[src/rtl/ibh_pkg.sv]
// Purpose: constants and types for the input bus host control/status block
// Assumes: 100 MHz core clock, APB register access
// Notes:   field names coined from what each bit does
// Functional notes
// RULE_01: set the service request error bit when another device wanted service
// RULE_02: after a service request in autopoll, hunt the requester next poll
// RULE_03: timeout after 1 to 7 received bits sets data lost and data present
// RULE_04: silent known device on a software talk sets no response and data present
// RULE_05: bus reset bit drives a bus reset and clears itself when done
// RULE_06: software sets response expected for talk commands
// RULE_07: with response expected, listen and post data or raise an error
// RULE_08: software sets send to bus only after loading the command
// RULE_09: send to bus transmits the command and clears when done
// RULE_10: software sets transfer access request to ask for the file
// RULE_11: autopolling runs for as long as autopoll enable is set; code waits while data present, grant or request is set, or map is zero
// RULE_12: sixteen bit device map, low byte at 0x0F0, high at 0x100
// RULE_13: the autopoll uses the device map to choose addresses
// RULE_14: transfer grant is set when software may write the command
// RULE_15: data present is set whenever the file holds data for software
// RULE_16: clearing transfer grant samples send to bus and starts sending
// RULE_17: reserved bits read zero and ignore writes
package ibh_pkg;
	// ------------------------------------------------------------
	// register offsets
	// ------------------------------------------------------------
	localparam logic [11:0] ERR_OFS   = 12'h0C0;
	localparam logic [11:0] XFER_OFS  = 12'h0D0;
	localparam logic [11:0] POLL_OFS  = 12'h0E0;
	localparam logic [11:0] MAPLO_OFS = 12'h0F0;
	localparam logic [11:0] MAPHI_OFS = 12'h100;
	localparam logic [11:0] STAT_OFS  = 12'h110;
	localparam logic [11:0] RXD_OFS   = 12'h114;
	localparam logic [11:0] CMD_OFS   = 12'h118;
	localparam logic [11:0] IRQS_OFS  = 12'h120;
	localparam logic [11:0] IRQM_OFS  = 12'h124;
	// ------------------------------------------------------------
	// field positions
	// ------------------------------------------------------------
	localparam int ERR_NORESP  = 0;
	localparam int ERR_LOST    = 1;
	localparam int ERR_SVCREQ  = 2;
	localparam int XFER_REQ    = 0;
	localparam int XFER_SEND   = 1;
	localparam int XFER_RESP   = 2;
	localparam int XFER_BUSRST = 3;
	localparam int ST_DATA   = 0;
	localparam int ST_GRANT  = 1;
	localparam int ST_APD    = 2;
	localparam logic [3:0] TALK_CODE = 4'hC;
	// ------------------------------------------------------------
	// reset values
	// ------------------------------------------------------------
	localparam logic [7:0]  RST_BYTE = 8'h00;
	localparam logic [15:0] RST_MAP  = 16'h0000;
	// ------------------------------------------------------------
	// timing
	// ------------------------------------------------------------
	localparam int CLK_MHZ            = 100;
	localparam int BIT_CELL_US        = 100;
	localparam int CELL_MAX_US        = 104;
	localparam int STOP_TO_START_MAX_US = 260;
	localparam int BUS_RESET_US       = 3000;
	localparam int LOW1_PCT           = 35;
	localparam int LOW0_PCT           = 65;
	localparam int BIT_CYC  = BIT_CELL_US * CLK_MHZ;
	localparam int CELL_CYC = CELL_MAX_US * CLK_MHZ;
	localparam int STS_CYC  = STOP_TO_START_MAX_US * CLK_MHZ;
	localparam int RST_CYC  = BUS_RESET_US * CLK_MHZ;
	// ------------------------------------------------------------
	// types
	// ------------------------------------------------------------
	typedef struct packed {
		logic        psel;
		logic        penable;
		logic        pwrite;
		logic [11:0] paddr;
		logic [31:0] pwdata;
	} ibh_apb_req_t;
	typedef enum logic [2:0] {
		ST_IDLE   = 3'b000,
		ST_RESET  = 3'b001,
		ST_SEND   = 3'b010,
		ST_LISTEN = 3'b011,
		ST_RECV   = 3'b100
	} ibh_state_t;
endpackage : ibh_pkg

[src/rtl/ibh_ctrl.sv]
// Purpose: host controller control/status for a single-wire input bus
// Assumes: linkIn synchronous to core_clk; open-drain pin resolved outside
// Notes:   zero-wait APB slave; long counts are parameters
//
// The APB slave port was left to the implementer.
`timescale 1ns/10ps
`default_nettype none
module ibh_ctrl #(
	parameter int BIT_CYC  = ibh_pkg::BIT_CYC,
	parameter int CELL_CYC = ibh_pkg::CELL_CYC,
	parameter int STS_CYC  = ibh_pkg::STS_CYC,
	parameter int RST_CYC  = ibh_pkg::RST_CYC
) (
	// clock and reset
	input  wire logic                  core_clk,
	input  wire logic                  sys_rst,
	input  wire logic                  clkEn,
	// apb
	input  wire ibh_pkg::ibh_apb_req_t apbReq,
	output logic [31:0]                prdata,
	output logic                       pready,
	output logic                       pslverr,
	// bus pin
	input  wire logic                  linkIn,
	output logic                       linkOut,
	output logic                       linkOe,
	// interrupt
	output logic                       irq
);
	import ibh_pkg::*;

	// ------------------------------------------------------------
	// decode
	// ------------------------------------------------------------
	localparam int LOW1 = BIT_CYC * LOW1_PCT / 100;
	localparam int LOW0 = BIT_CYC * LOW0_PCT / 100;
	localparam int HALF = BIT_CYC / 2;

	function automatic logic at(input logic [11:0] a, input logic [11:0] o);
		return a == o;
	endfunction : at

	function automatic logic [3:0] nextActive(input logic [15:0] m, input logic [3:0] c);
		logic [3:0] r;
		logic [3:0] k;
		r = c;
		for (int i = 15; i >= 1; i--) begin
			k = c + 4'(i);
			if (m[k]) r = k;
		end
		return r;
	endfunction : nextActive

	ibh_state_t  state;
	logic [19:0] cnt;
	logic [3:0]  bitIdx, bitCnt, pollAddr;
	logic [7:0]  txSh, rxSh, rxData, cmdByte;
	logic [2:0]  errFlags, irqSt, irqMsk;
	logic [3:0]  ctl;
	logic [15:0] devMap;
	logic        autopoll_enable, dfb, grant, apd, gotStart, prevIn, pollActive, srqPend;

	wire [11:0] addr   = apbReq.paddr;
	wire [7:0]  wd     = apbReq.pwdata[7:0];
	wire        acc    = apbReq.psel & apbReq.penable;
	wire        wr     = acc & apbReq.pwrite;
	wire        setup  = apbReq.psel & ~apbReq.penable;
	wire        wErr   = wr & at(addr, ERR_OFS);
	wire        wCtl   = wr & at(addr, XFER_OFS);
	wire        wPoll  = wr & at(addr, POLL_OFS);
	wire        wMapLo = wr & at(addr, MAPLO_OFS);
	wire        wMapHi = wr & at(addr, MAPHI_OFS);
	wire        wStat  = wr & at(addr, STAT_OFS);
	wire        wCmd   = wr & at(addr, CMD_OFS);
	wire        wIrqS  = wr & at(addr, IRQS_OFS);
	wire        wIrqM  = wr & at(addr, IRQM_OFS);
	wire        mapped = at(addr, ERR_OFS) | at(addr, XFER_OFS) | at(addr, POLL_OFS)
		| at(addr, MAPLO_OFS) | at(addr, MAPHI_OFS) | at(addr, STAT_OFS)
		| at(addr, RXD_OFS) | at(addr, CMD_OFS) | at(addr, IRQS_OFS) | at(addr, IRQM_OFS);

	// reserved bits read zero
	wire [7:0] rdMux =                                                  // RULE_17
		at(addr, ERR_OFS)   ? {5'h00, errFlags} :
		at(addr, XFER_OFS)  ? {4'h0, ctl} :
		at(addr, POLL_OFS)  ? {7'h00, autopoll_enable} :
		at(addr, MAPLO_OFS) ? devMap[7:0] :                                 // RULE_12
		at(addr, MAPHI_OFS) ? devMap[15:8] :
		at(addr, STAT_OFS)  ? {5'h00, apd, grant, dfb} :
		at(addr, RXD_OFS)   ? rxData :
		at(addr, CMD_OFS)   ? cmdByte :
		at(addr, IRQS_OFS)  ? {5'h00, irqSt} :
		at(addr, IRQM_OFS)  ? {5'h00, irqMsk} : 8'h00;

	assign pready  = 1'b1;
	assign pslverr = acc & ~mapped;
	assign linkOut = 1'b0;

	// ------------------------------------------------------------
	// engine events
	// ------------------------------------------------------------
	wire cellEnd  = cnt == 20'(BIT_CYC - 1);
	wire fallIn   = prevIn & ~linkIn;
	wire riseIn   = ~prevIn & linkIn;
	wire rxBit    = cnt < 20'(HALF);
	wire sendDone = (state == ST_SEND) & (bitIdx == 4'h8) & cellEnd;
	wire srqEvt   = sendDone & ~linkIn;                                   // RULE_01
	wire listenTo = (state == ST_LISTEN) & (cnt == 20'(STS_CYC - 1)) & ~fallIn;
	wire recvTo   = (state == ST_RECV) & (cnt == 20'(CELL_CYC - 1)) & ~fallIn;
	wire byteDone = (state == ST_RECV) & riseIn & gotStart & (bitCnt == 4'h7);
	wire dleEvt   = recvTo & (bitCnt != 4'h0);                            // RULE_03
	wire noResp   = listenTo | (recvTo & (bitCnt == 4'h0));
	wire nreEvt   = noResp & ~pollActive & devMap[cmdByte[7:4]];          // RULE_04
	wire postEvt  = byteDone | dleEvt | (noResp & ~pollActive);           // RULE_07
	wire rstDone  = (state == ST_RESET) & (cnt == 20'(RST_CYC - 1));
	wire grantClr = wStat & wd[ST_GRANT] & grant;
	wire startRst = (state == ST_IDLE) & ctl[XFER_BUSRST];
	wire startSnd = (state == ST_IDLE) & ~ctl[XFER_BUSRST] & grantClr & ctl[XFER_SEND]; // RULE_16
	wire startPol = (state == ST_IDLE) & ~ctl[XFER_BUSRST] & ~grantClr & autopoll_enable & ~dfb
		& ~grant & ~ctl[XFER_REQ] & (|devMap);                                // RULE_11
	wire grantSet = (state == ST_IDLE) & ctl[XFER_REQ] & ~grant & ~dfb
		& ~ctl[XFER_BUSRST];                                                  // RULE_14
	// hunt on from the last address after a service request
	wire [3:0] nextAddr = (srqPend | ~devMap[pollAddr]) ?
		nextActive(devMap, pollAddr) : pollAddr;                             // RULE_02 RULE_13
	wire [7:0] lostByte = rxSh << (4'h8 - bitCnt);
	wire       lowOne   = (bitIdx != 4'h8) & txSh[7];
	wire       drive    = (state == ST_RESET)
		| ((state == ST_SEND) & (cnt < (lowOne ? 20'(LOW1) : 20'(LOW0))));

	// ------------------------------------------------------------
	// bus engine
	// ------------------------------------------------------------
	always_ff @(posedge core_clk) begin
		if (sys_rst) begin
			state <= ST_IDLE;
			cnt <= 20'h0_0000;
			bitIdx <= 4'h0;
			bitCnt <= 4'h0;
			txSh <= RST_BYTE;
			rxSh <= RST_BYTE;
			gotStart <= 1'b0;
			prevIn <= 1'b1;
			pollActive <= 1'b0;
			srqPend <= 1'b0;
			pollAddr <= 4'h0;
			linkOe <= 1'b0;
		end else if (clkEn) begin
			prevIn <= linkIn;
			linkOe <= drive;                                          // RULE_05
			if (srqEvt & pollActive) srqPend <= 1'b1;
			else if (byteDone & pollActive) srqPend <= 1'b0;
			unique case (state)
				ST_IDLE: begin
					cnt <= 20'h0_0000;
					bitIdx <= 4'h0;
					if (startRst) state <= ST_RESET;               // RULE_05
					else if (startSnd) begin                       // RULE_09
						state <= ST_SEND;
						txSh <= cmdByte;
						pollActive <= 1'b0;
					end else if (startPol) begin                   // RULE_11
						state <= ST_SEND;
						txSh <= {nextAddr, TALK_CODE};
						pollAddr <= nextAddr;
						pollActive <= 1'b1;
					end
				end
				ST_RESET: begin
					cnt <= cnt + 20'h0_0001;
					if (rstDone) state <= ST_IDLE;
				end
				ST_SEND: begin
					cnt <= cellEnd ? 20'h0_0000 : cnt + 20'h0_0001;
					if (cellEnd) begin
						bitIdx <= bitIdx + 4'h1;
						txSh <= {txSh[6:0], 1'b0};
					end
					if (sendDone) state <= (pollActive | ctl[XFER_RESP]) ? ST_LISTEN : ST_IDLE; // RULE_07
				end
				ST_LISTEN: begin
					cnt <= cnt + 20'h0_0001;
					if (fallIn) begin
						state <= ST_RECV;
						cnt <= 20'h0_0000;
						bitCnt <= 4'h0;
						gotStart <= 1'b0;
					end else if (listenTo) state <= ST_IDLE;
				end
				ST_RECV: begin
					cnt <= fallIn ? 20'h0_0000 : cnt + 20'h0_0001;
					if (riseIn) begin
						gotStart <= 1'b1;
						if (gotStart) begin
							rxSh <= {rxSh[6:0], rxBit};
							bitCnt <= bitCnt + 4'h1;
						end
					end
					if (byteDone | recvTo) state <= ST_IDLE;
				end
				default: state <= ST_IDLE;
			endcase
		end
	end

	// ------------------------------------------------------------
	// registers
	// ------------------------------------------------------------
	wire [2:0] next_err = (wErr ? wd[2:0] : errFlags) | {srqEvt, dleEvt, nreEvt}; // RULE_01
	wire [3:0] ctlW     = wCtl ? wd[3:0] : ctl;
	wire [3:0] next_ctl = ctlW & ~{rstDone, 1'b0, sendDone & ~pollActive, 1'b0}; // RULE_05 RULE_09
	wire [2:0] next_irq = (irqSt & ~({3{wIrqS}} & wd[2:0])) | {rstDone, grantSet, postEvt};

	always_ff @(posedge core_clk) begin
		if (sys_rst) begin
			errFlags <= 3'h0;
			ctl <= 4'h0;
			autopoll_enable <= 1'b0;
			devMap <= RST_MAP;
			dfb <= 1'b0;
			grant <= 1'b0;
			apd <= 1'b0;
			rxData <= RST_BYTE;
			cmdByte <= RST_BYTE;
			irqSt <= 3'h0;
			irqMsk <= 3'h0;
			irq <= 1'b0;
			prdata <= 32'h0000_0000;
		end else if (clkEn) begin
			errFlags <= next_err;
			ctl <= next_ctl;
			if (wPoll) autopoll_enable <= wd[0];                                  // RULE_11
			if (wMapLo) devMap[7:0] <= wd;                            // RULE_12
			if (wMapHi) devMap[15:8] <= wd;
			dfb <= (dfb & ~(wStat & wd[ST_DATA])) | postEvt;          // RULE_15
			grant <= (grant & ~grantClr) | grantSet;                  // RULE_14
			apd <= ((apd & ~(wStat & wd[ST_APD])) & ~startPol) | (postEvt & pollActive);
			if (postEvt) rxData <= byteDone ? {rxSh[6:0], rxBit} : (dleEvt ? lostByte : 8'h00);
			if (postEvt & pollActive) cmdByte <= {pollAddr, TALK_CODE};
			else if (wCmd) cmdByte <= wd;
			irqSt <= next_irq;
			if (wIrqM) irqMsk <= wd[2:0];
			irq <= |(next_irq & irqMsk);
			if (setup) prdata <= {24'h00_0000, rdMux};
		end
	end
endmodule : ibh_ctrl
`default_nettype wire

[config.mk]
export PLATFORM = sky130hd
export DESIGN_NAME = ibh_ctrl
export DESIGN_NICKNAME = d
export VERILOG_FILES = /design/src/rtl/ibh_pkg.sv /design/src/rtl/ibh_ctrl.sv
export SDC_FILE = /design/constraint.sdc
export NUM_CORES = 1
export LEC_CHECK = 0
export ABC_CLOCK_PERIOD_IN_PS = 7400
export BUFFER_PORTS_ARGS = -buffer_cell sky130_fd_sc_hd__buf_2
export CAP_MARGIN = 10
export CELL_PAD_IN_SITES_DETAIL_PLACEMENT = 1
export CELL_PAD_IN_SITES_GLOBAL_PLACEMENT = 1
export CORE_MARGIN = 5
export CORE_UTILIZATION = 30
export CTS_CLUSTER_SIZE = 25
export DETAILED_ROUTE_END_ITERATION = 10
export PLACE_DENSITY = 0.58
export SLEW_MARGIN = 0
export SYNTH_ARGS = -nofsm -noshare
export SYNTH_HDL_FRONTEND = slang
export SYNTH_SLANG_ARGS = --single-unit
[constraint.sdc]
create_clock -name core_clk -period 7.4 [get_ports core_clk]
set_clock_uncertainty 0.2 [all_clocks]
set_input_delay 0.37 -clock core_clk [delete_from_list [all_inputs] [get_ports core_clk]]
set_output_delay 0.37 -clock core_clk [all_outputs]
set_load 0.02 [all_outputs]
==> results.cfg <==
[clock_tree]
cts.sinks = 114
cts-root-buf = clkbuf_16
clk_pin_slew_ns = 0.06
cts_resized = 0
clock_path_buffers = 2
post_cts_buffers = 0
clkLatencyLatePin_ns = 0.42
numCtsBuffers = 17
cts_tree = yes
ctsHtreeMaxLevel = 4
cts_hold_buf = 0

[timing]
period_minus_slack_ns = 5.08
max_freq_mhz = 197
maxSlewViolCount = 0
max_slew.worst_pin.slew_ns = 1.03
hold_viol_final = 0
rsz0062_at_grt = no
setup_viol = 0
max_slew_margin_pct = 30.8
layout_setup_ws_ns = 2.32
finalSetupTns_ns = 0
finalCritPeriodShare_pct = 68.6

[power_and_ir_drop]
peakVddDrop_v = 0.000145
p_per_area_nw_per_um2 = 157
p_leak_uw = 0.00348

[floorplan]
start_util_pct = 30.6
fp.dieH_um = 181
dieArea_um2 = 32900
die_w_um = 181
rows = 62
io_pins = 88
core_um2 = 28900

[synth]
synth_top_area_share_pct = 25.9
yosysSeqAreaShare_pct = 25.9
synth-main-ff-cell = dfxtp_1
synthArstFlopShare_pct = 0
yosysTopAreaCell = dfxtp_1
synth_edf_count = 0
synthCells = 1087
synth_area_um2 = 8820
syn_area_per_cell_um2 = 8.11
ys_seq_elements = 114
yosys-top-cells-area = dfxtp_1 (26%), mux4_2 (7.9%), nor2_1 (5.8%), nand2_1 (5.7%), mux2i_1 (4.7%)
synth_cell_type_count = 87
ys_warn_count = 0

[run]
cap_violations = 0

[placed_design]
io_buffers = 37
dpl.cell_count = 1434
dp_hpwl_um = 21100
dp_slack_ns = 2.36
routabilityCongestion = 0.839
dpl_cell_area_um2 = 9030

[drt]
ant_nets = 0
viasPerCell = 5.51
route.detailed.drc = 0
detail_route.first_pass.iterations = 5
drt_iter0_markers = 508
drt_wl_total_um = 29000
via_count = 8071
wire_per_inst_um = 19.7

[finish]
multi_input_area_um2 = 5920
postLayoutCoreUtil_pct = 33.3
nets = 1137
fillCellCount = 3530
layout-drive-gt1-share_pct = 13.8
finalInstanceArea_um2 = 9620
seq_area_um2 = 2280
finalNonFillerCells = 1466
syn_to_final_growth_pct = 9.10

[worst_setup_path]
cp_data_required_time_ns = 7.51
worst-path-max-fanout = 26
slowest_delay_ns = 1.05
start_kind = register
path_buf_inv = 2
cp_slowest_cell = ha_1
path_cells = buf_4 -> inv_1 -> ha_1 -> mux4_2 -> mux2i_1 -> mux2_2 -> nand2_1 -> o221a_1 -> o41ai_1 -> nor3_1 -> nor2_1 -> xnor2_1 -> o41ai_1
end_kind = register
cpMostUsedCell = o41ai_1
worst-setup-path-type = register to register
crit_family = multiplexers
arrival_ns = 5.19

[global_routing]
antenna_found_initial = 2
grt_pass1_wl_um = 46400
grt.total_usage_pct = 17.4
overflow = 0
grt_max_degree = 74
grt_pass1_vias = 8034

[status]
outcome = completed

[hold_path]
hold_path.class = input port to register
## cell usage after synthesis (13+ instances only)
master    number
a211oi_1      15
a21oi_1       78
a22oi_1       14
and3_1        13
buf_4         27
clkbuf_1      59
dfxtp_1      114
ha_1          17
inv_1         25
mux2_2        17
mux2i_1       41
mux4_2        31
nand2_1      134
nand3_1       34
nand4_1       18
nor2_1       136
nor3_1        22
o21ai_0       44
xor2_1        20
## cells in the final DEF, fill, tap and decap left out, types with 14 or more instances in the layout
cell type | netlist | routed
mux2i_1 | 41 | 41
a22oi_1 | 14 | 14
a21oi_1 | 78 | 78
xor2_1 | 20 | 20
mux2_2 | 17 | 17
nor3_1 | 22 | 22
o21ai_0 | 44 | 44
ha_1 | 17 | 17
mux4_2 | 31 | 31
dfxtp_1 | 114 | 114
nand4_1 | 18 | 18
nand3_1 | 34 | 34
nand2_1 | 134 | 134
a211oi_1 | 15 | 15
conb_1 | 2 | 26
clkbuf_16 | 0 | 17
nor2_1 | 136 | 136
buf_2 | 5 | 36
inv_1 | 25 | 25
## cells by family (layout without fill, tap and decap cells)
family,after synthesis,count (layout),share of synthesized area [%]
buffers and inverters,133,103,8.07
other,2,27,0.0852
AO/OA/AOI/OAI,254,254,19.1
multiplexers,100,100,17.7
XOR/XNOR,33,33,3.45
AND/OR/NAND/NOR,434,434,23.3
flip-flops,114,114,25.9
adder cells (fa/ha/maj),17,17,2.41
## tightest hold or removal path: stages
cell	delay (ns)
buf_2	0.12
nand2_1	0.05
a21oi_1	0.05
## sequential cells by signal, summed over array words and instances, names as in the netlist, 3 cells and up
signal    count
cnt          20
devMap       16
cmdByte       8
prdata        8
rxData        8
rxSh          8
txSh          8
bitCnt        4
bitIdx        4
ctl           4
pollAddr      4
errFlags      3
irqMsk        3
irqSt         3
state         3
## area by class of cell
cell class,count,area share [%]
Inverter,27,1.05
Tap cell,384,4.99
Timing Repair Buffer,45,2.58
Clock buffer,20,4.75
Antenna cell,1,0.0260
Clock inverter,11,1.35
Sequential cell,114,23.7
Multi-Input combinational cell,864,61.5
## layer usage
metal,wire (µm),up-vias,track usage [%]
li1,-,3897,-
met1,13500,3999,23.8
met2,13900,145,28.5
met3,1110,28,3.06
met4,442,2,4.17
met5,7,-,0
## final timing paths
path              cells after the start   startpoint    endpoint  slack (ns)
setup / recovery                     13  pollAddr[0]     txSh[4]        2.32
hold / removal                        3    apbReq[4]  devMap[12]        0.03
setup reg to reg                     13  pollAddr[0]     txSh[4]        2.32
hold reg to reg                       2      txSh[2]     txSh[2]        0.26
## through the flow
stage	hold WS, ns	total power [µW]
3_5_place_dp	0.249	695
4_1_cts	0.00484	1530
2_1_floorplan	0.232	683
5_1_grt	0.0121	1560
6_report	0.0257	1510
3_3_place_gp	0.240	694
## report_power, final
part	switching, µW	leakage, µW	internal, µW
combinational	50.5	0.00229	13.4
clock	313	0.000275	513
sequential	1.34	0.000919	616
(Power assumes the default switching activity.)
